--- src/hdl/soc_pkg.sv ---
// Package for the system option register bank: addresses, bit positions, timing counts
package soc_pkg;
  // Register addresses in the device memory space
  localparam logic [15:0] SOC_ADDR_ONCE  = 16'h001d;
  localparam logic [15:0] SOC_ADDR_MULTI = 16'h001f;
  localparam logic [7:0]  SOC_RESET_VAL  = 8'h00;
  // First register bit positions
  localparam int SOC_B_WD_DISABLE   = 0;
  localparam int SOC_B_STOP_ENABLE  = 1;
  localparam int SOC_B_SHORT_REC    = 2;
  localparam int SOC_B_DET_PWR_DIS  = 4;
  localparam int SOC_B_DET_RST_DIS  = 5;
  localparam int SOC_B_DET_STOP_EN  = 6;
  localparam int SOC_B_WD_RATE_SEL  = 7;
  localparam int SOC_B_DET_REG_DIS  = 3;
  // Second register bit positions
  localparam int SOC_B_USB_RST_IRQ  = 0;
  localparam int SOC_B_USB_REG_DIS  = 1;
  localparam int SOC_B_RC_KEEP      = 2;
  localparam int SOC_B_XTAL_KEEP    = 3;
  // Timing in reference / crystal clock cycles
  localparam logic [17:0] SOC_WD_SHORT_CYC  = 18'd8176;
  localparam logic [17:0] SOC_WD_LONG_CYC   = 18'd262128;
  localparam logic [12:0] SOC_REC_SHORT_CYC = 13'd32;
  localparam logic [12:0] SOC_REC_LONG_CYC  = 13'd4096;

  typedef struct packed {
    logic [15:0] addr;
    logic [7:0]  wdata;
    logic        wr;
    logic        rd;
  } soc_bus_type;

  typedef struct packed {
    logic        watchdog_enable;
    logic [17:0] watchdog_timeout;
    logic        detector_power_on;
    logic        detector_reset_enable;
    logic        detector_in_stop;
    logic        stop_legal;
    logic [12:0] stop_recovery;
    logic        oscillator_enable_signal;
    logic        rc_clock_enable;
    logic        usb_regulator_enable;
    logic        usb_reset_chip;
    logic        usb_reset_irq;
  } soc_opts_type;
endpackage : soc_pkg

--- src/hdl/soc_regs.sv ---
// System option register bank with write-once and multi-write registers
`timescale 1ns/10ps
//
// Contract
// First register takes one write per reset; second takes any number.
// All bits of both registers clear on reset.
// Both registers read their contents at any time.
// Registers live at addresses 001d and 001f.
// Watchdog rate bit picks 8176 when one, 262128 when zero.
// Stop detector enable works when power-disable or regulator-disable is clear.
// Detector reset-disable bit blocks detector resets when one.
// Detector power-disable bit powers detector and trip off when one.
// Short-recovery bit picks 32 crystal cycles, else 4096.
// Stop exit by reset always uses the long recovery delay.
// Software should not set short recovery with an external crystal.
// Stop-enable bit zero makes the STOP instruction illegal.
// Watchdog disable bit one disables the watchdog module.
// Crystal keep bit holds oscillator enable high in stop.
// RC keep bit keeps RC clock running in stop.
// USB regulator disable bit one turns the regulator off.
// USB reset to irq bit picks interrupt instead of chip reset.
// Software should program both registers right after reset.
// Later writes to the first register are ignored until reset.
module soc_regs
  import soc_pkg::*;
(
  // Clock and reset
  input  wire logic         clk_sys_in,
  input  wire logic         nrst_in,
  // Register port
  input  wire soc_bus_type  bus_in,
  output logic [7:0]        rdata_out,
  // Device state
  input  wire logic         stop_mode_in,
  input  wire logic         stop_exit_by_reset_in,
  input  wire logic         usb_bus_reset_in,
  // Option outputs
  output soc_opts_type      opts_out,
  output logic              once_locked_out
);

  //////////////////////////////////////////////////////////////////////////////
  logic [7:0]   system_options_once;
  logic [7:0]   system_options_multi;
  logic         once_written;
  soc_opts_type next_opts;

  function automatic logic hit(input logic [15:0] a, input logic [15:0] target);
    hit = (a == target);
  endfunction : hit

  wire logic wr_once  = bus_in.wr && hit(bus_in.addr, SOC_ADDR_ONCE);
  wire logic wr_multi = bus_in.wr && hit(bus_in.addr, SOC_ADDR_MULTI);

  //////////////////////////////////////////////////////////////////////////////
  // Write-once register; later writes silently dropped
  always_ff @(posedge clk_sys_in or negedge nrst_in) begin
    if (!nrst_in) begin
      system_options_once <= SOC_RESET_VAL;
      once_written        <= 1'b0;
    end else if (wr_once && !once_written) begin
      system_options_once <= bus_in.wdata;
      once_written        <= 1'b1;
    end
  end

  always_ff @(posedge clk_sys_in or negedge nrst_in) begin
    if (!nrst_in) begin
      system_options_multi <= SOC_RESET_VAL;
    end else if (wr_multi) begin
      system_options_multi <= bus_in.wdata;
    end
  end

  //////////////////////////////////////////////////////////////////////////////
  // Read data one cycle after the strobe; unmapped reads return zero
  always_ff @(posedge clk_sys_in or negedge nrst_in) begin
    if (!nrst_in) begin
      rdata_out <= 8'h00;
    end else if (bus_in.rd && hit(bus_in.addr, SOC_ADDR_ONCE)) begin
      rdata_out <= system_options_once;
    end else if (bus_in.rd && hit(bus_in.addr, SOC_ADDR_MULTI)) begin
      rdata_out <= system_options_multi;
    end else begin
      rdata_out <= 8'h00;
    end
  end

  //////////////////////////////////////////////////////////////////////////////
  // Option decode; computed from next register values so outputs stay flopped
  logic [7:0] n1;
  logic [7:0] n2;
  always_comb begin
    n1 = (wr_once && !once_written) ? bus_in.wdata : system_options_once;
    n2 = wr_multi ? bus_in.wdata : system_options_multi;
    next_opts.watchdog_enable  = !n1[SOC_B_WD_DISABLE];
    next_opts.watchdog_timeout = n1[SOC_B_WD_RATE_SEL] ? SOC_WD_SHORT_CYC
                                                        : SOC_WD_LONG_CYC;
    next_opts.detector_power_on     = !n1[SOC_B_DET_PWR_DIS];
    next_opts.detector_reset_enable = !n1[SOC_B_DET_RST_DIS];
    // Needs at least one of the two disables clear to run through stop
    next_opts.detector_in_stop = n1[SOC_B_DET_STOP_EN] &&
      (!n1[SOC_B_DET_PWR_DIS] || !n1[SOC_B_DET_REG_DIS]);
    next_opts.stop_legal = n1[SOC_B_STOP_ENABLE];
    // Short recovery gives the detector less settle time than it needs
    next_opts.stop_recovery = (n1[SOC_B_SHORT_REC] && !stop_exit_by_reset_in)
                              ? SOC_REC_SHORT_CYC : SOC_REC_LONG_CYC;
    next_opts.oscillator_enable_signal = !stop_mode_in || n2[SOC_B_XTAL_KEEP];
    next_opts.rc_clock_enable          = !stop_mode_in || n2[SOC_B_RC_KEEP];
    next_opts.usb_regulator_enable     = !n2[SOC_B_USB_REG_DIS];
    next_opts.usb_reset_chip = usb_bus_reset_in && !n2[SOC_B_USB_RST_IRQ];
    next_opts.usb_reset_irq  = usb_bus_reset_in && n2[SOC_B_USB_RST_IRQ];
  end

  always_ff @(posedge clk_sys_in or negedge nrst_in) begin
    if (!nrst_in) begin
      opts_out <= '{watchdog_enable: 1'b1, watchdog_timeout: SOC_WD_LONG_CYC,
                    detector_power_on: 1'b1, detector_reset_enable: 1'b1,
                    detector_in_stop: 1'b0, stop_legal: 1'b0,
                    stop_recovery: SOC_REC_LONG_CYC,
                    oscillator_enable_signal: 1'b1, rc_clock_enable: 1'b1,
                    usb_regulator_enable: 1'b1, usb_reset_chip: 1'b0,
                    usb_reset_irq: 1'b0};
      once_locked_out <= 1'b0;
    end else begin
      opts_out        <= next_opts;
      once_locked_out <= once_written || wr_once;
    end
  end
endmodule : soc_regs

--- config.mk ---
export PLATFORM = sky130hd
export DESIGN_NAME = soc_regs
export DESIGN_NICKNAME = d
export VERILOG_FILES = /design/src/hdl/soc_pkg.sv /design/src/hdl/soc_regs.sv
export SDC_FILE = /design/constraint.sdc
export NUM_CORES = 1
export LEC_CHECK = 0
export BUFFER_PORTS_ARGS = -buffer_cell sky130_fd_sc_hd__buf_2
export CORE_ASPECT_RATIO = 1.75
export CORE_UTILIZATION = 46
export CTS_CLUSTER_SIZE = 16
export DETAILED_ROUTE_END_ITERATION = 7
export PLACE_DENSITY = 0.78
export RECOVER_POWER = 25
export SLEW_MARGIN = 5
export SYNTH_ARGS = -nofsm -noshare
export SYNTH_HDL_FRONTEND = slang
export SYNTH_SLANG_ARGS = --single-unit
--- constraint.sdc ---
create_clock -name clk_sys_in -period 1.7 [get_ports clk_sys_in]
set_clock_uncertainty 0.05 [all_clocks]
set_input_delay 0.255 -clock clk_sys_in [delete_from_list [all_inputs] [get_ports clk_sys_in]]
set_output_delay 0.255 -clock clk_sys_in [all_outputs]
set_load 0.03 [all_outputs]
==> results of run 1 <==
cells in the mapped netlist (all sizes together):
library cell / count / area, sq um
dfrtp: 30 / 751
dfstp: 8 / 210
nand2: 5 / 18.8
a21oi: 1 / 5.00
nand3: 4 / 25.0
o21bai: 2 / 15.0
mux2: 10 / 124
o211ai: 1 / 7.51
o21a: 4 / 30.0
nor3: 3 / 15.0
inv: 4 / 15.0
nor3b: 1 / 7.51
conb: 2 / 7.51
buf: 30 / 229
a22o: 8 / 70.1
a21o: 1 / 7.51
or2: 3 / 21.3
nand4: 1 / 6.26
nor4: 1 / 21.3
nor2b: 1 / 6.26
nor2: 3 / 13.8
nand4b: 3 / 41.3
o21ai: 6 / 30.0
or3: 2 / 12.5
mux2i: 4 / 40.0
nor4b: 2 / 30.0
metrics by stage:
step | instance area (sq um) | cells
global route | 2190 | 260
CTS | 2210 | 260
floorplan | 1840 | 162
detailed placement | 2090 | 251
global placement | 2090 | 251
finish | 2190 | 260
registers in the layout, summed over array words and instances, names as in the netlist:
| signal | flops |
|---|---|
| system_options_once | 8 |
| opts_out | 12 |
| once_locked_out | 1 |
| system_options_multi | 8 |
| rdata_out | 8 |
| once_written | 1 |
worst max path at each step:
stage | start | to | slack (ps) | cells after the start
floorplan | bus_in[20] | system_options_once[4] | 50 | 5
CTS | bus_in[15] | opts_out[19] | 180 | 7
global placement | bus_in[15] | system_options_once[6] | -90 | 6
global route | bus_in[15] | opts_out[20] | 150 | 7
finish | bus_in[15] | opts_out[19] | 190 | 7
detailed placement | bus_in[15] | system_options_once[6] | -100 | 6
power breakdown:
| part | switching [W] | internal (W) | leakage, nW | total (W) |
|---|---|---|---|---|
| sequential | 0.000000740 | 0.000910 | 0.501 | 0.000911 |
| clock | 0.000298 | 0.000439 | 0.0524 | 0.000737 |
| combinational | 0.000125 | 0.0000403 | 0.643 | 0.000166 |
worst max-delay path, stage by stage:
cell and delay, ps:
buf_2 100, nor4b_2 320, buf_4 170, nand4b_1 130, or2_4 330, buf_4 170
o21ai_0 180
area by class of cell:
cell class              instances  share of cell area [%]
flip-flops and latches         38                    43.8
well taps                      46                    2.62
clock buffers                   7                    3.48
clock inverters                 1                    1.37
inverters                       4                   0.685
repair buffers                 74                    18.9
multi-input cells              90                    29.1
cells by family (layout without fill, tap and decap cells):
group | count (synthesis) | in the layout | synth area share (%)
flops | 38 | 38 | 54.6
buf+inv | 34 | 86 | 13.9
simple gates | 29 | 29 | 12.4
compound gates | 23 | 23 | 9.38
mux | 14 | 14 | 9.31
other cells | 2 | 24 | 0.427
per-layer routing:
metal	global-route usage [%]	up-vias
met5	0	-
met1	18.8	619
met4	12.6	0
met2	30.7	71
met3	4.37	13
li1	-	581
repair_timing:
item | 4_1_cts | 5_1_grt
buffers inserted | 0 | 0
hold buffers | 1 | 0
hold endpoints to repair | 30 | 0
==> impl_metrics.json, run 1 <==
{
  "finalPower_w": 0.00181,
  "rsz0062_at_grt": "no",
  "drc": 0,
  "clk_latency_ps": 280,
  "fmax_ghz": 0.663,
  "route.met3.wl_um": 207,
  "synth_cells": 140,
  "period_needed_ps": 1510,
  "hold_depth": 2,
  "worstHoldStart": "bus_in[9]",
  "wl_met1_um": 1200,
  "cts_buffer_depth": 2,
  "die_area_sq_um": 4090,
  "core_sq_um": 3630,
  "clk_pin_slew_ps": 70,
  "cp.arrival_ps": 1660,
  "crit_required_ps": 1850,
  "root_buffer": "clkbuf_8",
  "setup_viol": 0,
  "final_cell_mix": "buf_2, dfrtp_1, conb_1, buf_4",
  "pwr_density_cell_nw_per_um2": 827,
  "nFillCells": 334,
  "hold_end": "opts_out[38]",
  "multi_input_area_sq_um": 638,
  "drt-initial-drc-count": 24,
  "htree_num_levels": 2,
  "final_max_slew_viol_count": 0,
  "nets": 244,
  "synth-seq-cells": 38,
  "r2r_cells": 4,
  "netlist_area_sq_um": 1760,
  "reg2reg_from": "once_written",
  "synth_area_per_cell_sq_um": 12.6,
  "post-route-util_pct": 60.4,
  "crit_type": "in2reg",
  "maxCapViolCount": 0,
  "dr.pass1.iters": 4,
  "grt_pass1_vias": 1230,
  "cts_resized": 0,
  "worst_pin_slew_ps": 872,
  "cellLeakagePower_nw": 1.20,
  "yosysSeqAreaShare_pct": 54.6,
  "end_kind": "flop",
  "r2r-end": "opts_out[19]",
  "ir_drop_uv": 512,
  "grt_overflow": 0,
  "ys_warn_count": 0,
  "grt_start_max_net_pins": 39,
  "layout_commonest_cell": "buf_2",
  "hold_path.class": "in2reg",
  "dp_slack_ps": -100,
  "cp-start-kind": "primary input",
  "top_layer": "met4",
  "timing.hold.ws_ps": 92.6,
  "r2r_slack_ps": 310,
  "finalHoldViolCount": 0,
  "grt_first_pass_wirelength_um": 5400,
  "status": "completed",
  "cp_max_fo": 11,
  "syn_to_final_growth_pct": 24.6,
  "grt_use_total_pct": 18.0,
  "drive_above_1_share_pct": 49.5,
  "io_buffers": 56,
  "antenna_found_initial": 0,
  "cts_tree": "built",
  "clkSinkCount": 38,
  "wl_per_cell_um": 13.1,
  "io_pins": 81,
  "max-slew-margin-rel_pct": 41.9,
  "place.gp.congestion": 0.814,
  "die_h_um": 83.8,
  "ff_latch_area_sq_um": 961,
  "die_width_um": 48.8,
  "num_antenna_cells": 0,
  "dpl.hpwl_um": 2550,
  "initial_core_util_pct": 48.5,
  "fin_setup_tns_ps": 0,
  "routed_wl_um": 3410,
  "period_share_pct": 88.7,
  "setup_slack_ps": 192,
  "yosysUniqueCellTypes": 32,
  "cts-buffers-inserted": 5,
  "met2WireLength_um": 1880,
  "vias": 1284,
  "row_count": 29,
  "via_per_inst": 4.94,
  "ant_nets": 0
}
No activity file was read; power rests on OpenSTA's default activity.
==> inputs of run 2 (changes only) <==
--- a/config.mk
+++ b/config.mk
@@ -7,9 +7,11 @@
 export LEC_CHECK = 0
 export BUFFER_PORTS_ARGS = -buffer_cell sky130_fd_sc_hd__buf_2
+export CELL_PAD_IN_SITES_DETAIL_PLACEMENT = 0
+export CELL_PAD_IN_SITES_GLOBAL_PLACEMENT = 2
 export CORE_ASPECT_RATIO = 1.75
-export CORE_UTILIZATION = 46
+export CORE_UTILIZATION = 28
 export CTS_CLUSTER_SIZE = 16
 export DETAILED_ROUTE_END_ITERATION = 7
-export PLACE_DENSITY = 0.78
+export PLACE_DENSITY = 0.77
 export RECOVER_POWER = 25
 export SLEW_MARGIN = 5
--- a/constraint.sdc
+++ b/constraint.sdc
@@ -3,3 +3,3 @@
 set_input_delay 0.255 -clock clk_sys_in [delete_from_list [all_inputs] [get_ports clk_sys_in]]
 set_output_delay 0.255 -clock clk_sys_in [all_outputs]
-set_load 0.03 [all_outputs]
+set_load 0.05 [all_outputs]
==> run 2 against run 1 <==
Effect of this change:
- count of clock-buffer cells in the layout fell by 2
- non-clock buffer count is 1 higher
- via count fell by 5.2%
- sequential power about the same
- critical path depth decreased by 2
- flip-flop and latch count is the same
- critical path type unchanged
- largest cell class unchanged
- highest routed layer unchanged
==> impl_metrics.json, run 2 (synthesized netlist as in run 1, its figures left out) <==
{
  "final_cell_mix": "buf_2, dfrtp_1, conb_1, buf_4",
  "fin_setup_tns_ps": 0,
  "cts-buffers-inserted": 5,
  "fmax_ghz": 0.685,
  "dp_cells": 284,
  "seqPwrFrac_pct": 44.8,
  "io_pins": 81,
  "ir_drop_uv": 338,
  "drive_above_1_share_pct": 50.7,
  "status": "completed",
  "instances_no_fill": 293,
  "top_register": "opts_out",
  "final_max_slew_viol_count": 0,
  "syn_to_final_growth_pct": 29.1,
  "die_width_um": 61.9,
  "dpl.hpwl_um": 2680,
  "die_h_um": 107,
  "wl_per_cell_um": 11.5,
  "cellLeakagePower_nw": 1.22,
  "clk_pin_slew_ps": 80,
  "finalHoldViolCount": 0,
  "place.gp.congestion": 0.718,
  "setup_viol": 0,
  "ant_nets": 0,
  "cts_tree": "built",
  "hold_path.class": "in2reg",
  "end_kind": "flop",
  "pwr_density_cell_nw_per_um2": 895,
  "cp.arrival_ps": 1580,
  "die_area_sq_um": 6620,
  "grt_pass1_vias": 1215,
  "dr.pass1.iters": 2,
  "switchingPower_w": 0.000495,
  "row_count": 37,
  "grt_first_pass_wirelength_um": 5600,
  "period_needed_ps": 1460,
  "layout_commonest_cell": "buf_2",
  "rsz0062_at_grt": "no",
  "timing.hold.ws_ps": 77.5,
  "cts_buffer_depth": 2,
  "vias": 1217,
  "nFillCells": 624,
  "period_share_pct": 85.8,
  "max-slew-margin-rel_pct": 65.6,
  "crit_required_ps": 1830,
  "initial_core_util_pct": 29.5,
  "grt_start_max_net_pins": 21,
  "grt_use_total_pct": 11.9,
  "nets": 245,
  "clk_latency_ps": 290,
  "io_buffers": 56,
  "p_int_w": 0.00154,
  "p_comb_share_pct": 10.7,
  "htree_num_levels": 2,
  "antenna_found_initial": 0,
  "cp-start-kind": "primary input",
  "cp_max_fo": 12,
  "switching_share_pct": 24.3,
  "crit_type": "in2reg",
  "routed_wl_um": 3380,
  "p_clk_share_pct": 44.5,
  "maxCapViolCount": 0,
  "grt_overflow": 0,
  "drt-initial-drc-count": 19,
  "largest_register_ffs": 12,
  "num_antenna_cells": 0,
  "drc": 0,
  "core_sq_um": 5970,
  "root_buffer": "clkbuf_8",
  "via_per_inst": 4.15,
  "r2r_slack_ps": 300,
  "clkSinkCount": 38,
  "worst_pin_slew_ps": 515
}
[run 2: cell count changes in the layout (fill, tap and decap cells not counted), sizes merged]
cell    delta
clkinv     +1
bufinv     +1
clkbuf     -1
[run 2: area by class of cell]
class | count | area (sq um) | share of cell area, %
Clock buffer | 5 | 68.8 | 3.03
Timing Repair Buffer | 75 | 423 | 18.6
Multi-Input combinational cell | 90 | 638 | 28.1
Sequential cell | 38 | 961 | 42.3
Tap cell | 78 | 97.6 | 4.30
Clock inverter | 3 | 68.8 | 3.03
Inverter | 4 | 15.0 | 0.661
[run 2: per-stage QoR]
stage          utilization, %  total power [W]  setup slack, ps  cell area, sq um
6_report                 38.0          0.00203              241              2270
5_1_grt                  38.0          0.00211              126              2270
4_1_cts                  38.3          0.00207              222              2290
3_5_place_dp             35.8          0.00115            -88.7              2140
3_3_place_gp             35.8          0.00115            -86.2              2140
2_1_floorplan               -          0.00112             45.5              1840
[run 2: per-layer routing]
metal	GRT usage [%]	vias up	share of wire (%)
met5	0	-	0
met4	5.24	0	1.9
met3	3.14	5	6.4
met2	21.8	59	57
met1	11.5	576	35
li1	-	577	-
[run 2: worst paths after layout]
path                                     endpoint              startpoint  cells after the start
max                        system_options_once[5]              bus_in[20]                      5
min                                  opts_out[38]               bus_in[9]                      2
max reg2reg                system_options_once[5]            once_written                      3
min reg2reg                          opts_out[38]  system_options_once[7]                      1
max in group asynchronous            opts_out[20]                 nrst_in                      3
min in group asynchronous         once_locked_out                 nrst_in                      2
[run 2: power groups by stage]
stage | Sequential (W) | Combinational (W) | Clock [W]
6_report | 0.000911 | 0.000217 | 0.000905
5_1_grt | 0.000911 | 0.000235 | 0.000968
4_1_cts | 0.000910 | 0.000224 | 0.000935
3_5_place_dp | 0.000928 | 0.000222 | 0
3_3_place_gp | 0.000928 | 0.000221 | 0
2_1_floorplan | 0.000942 | 0.000173 | 0
[run 2: what timing repair did]
action                    4_1_cts  5_1_grt
hold endpoints to repair       17        0
hold buffers                    1        0
buffers inserted                0        0
resized for setup               0        0
[run 2: critical path: stages]
cell      delay, ps
buf_2           110
nor4_4          390
nand4b_4        150
or2_4           350
mux2_4          320
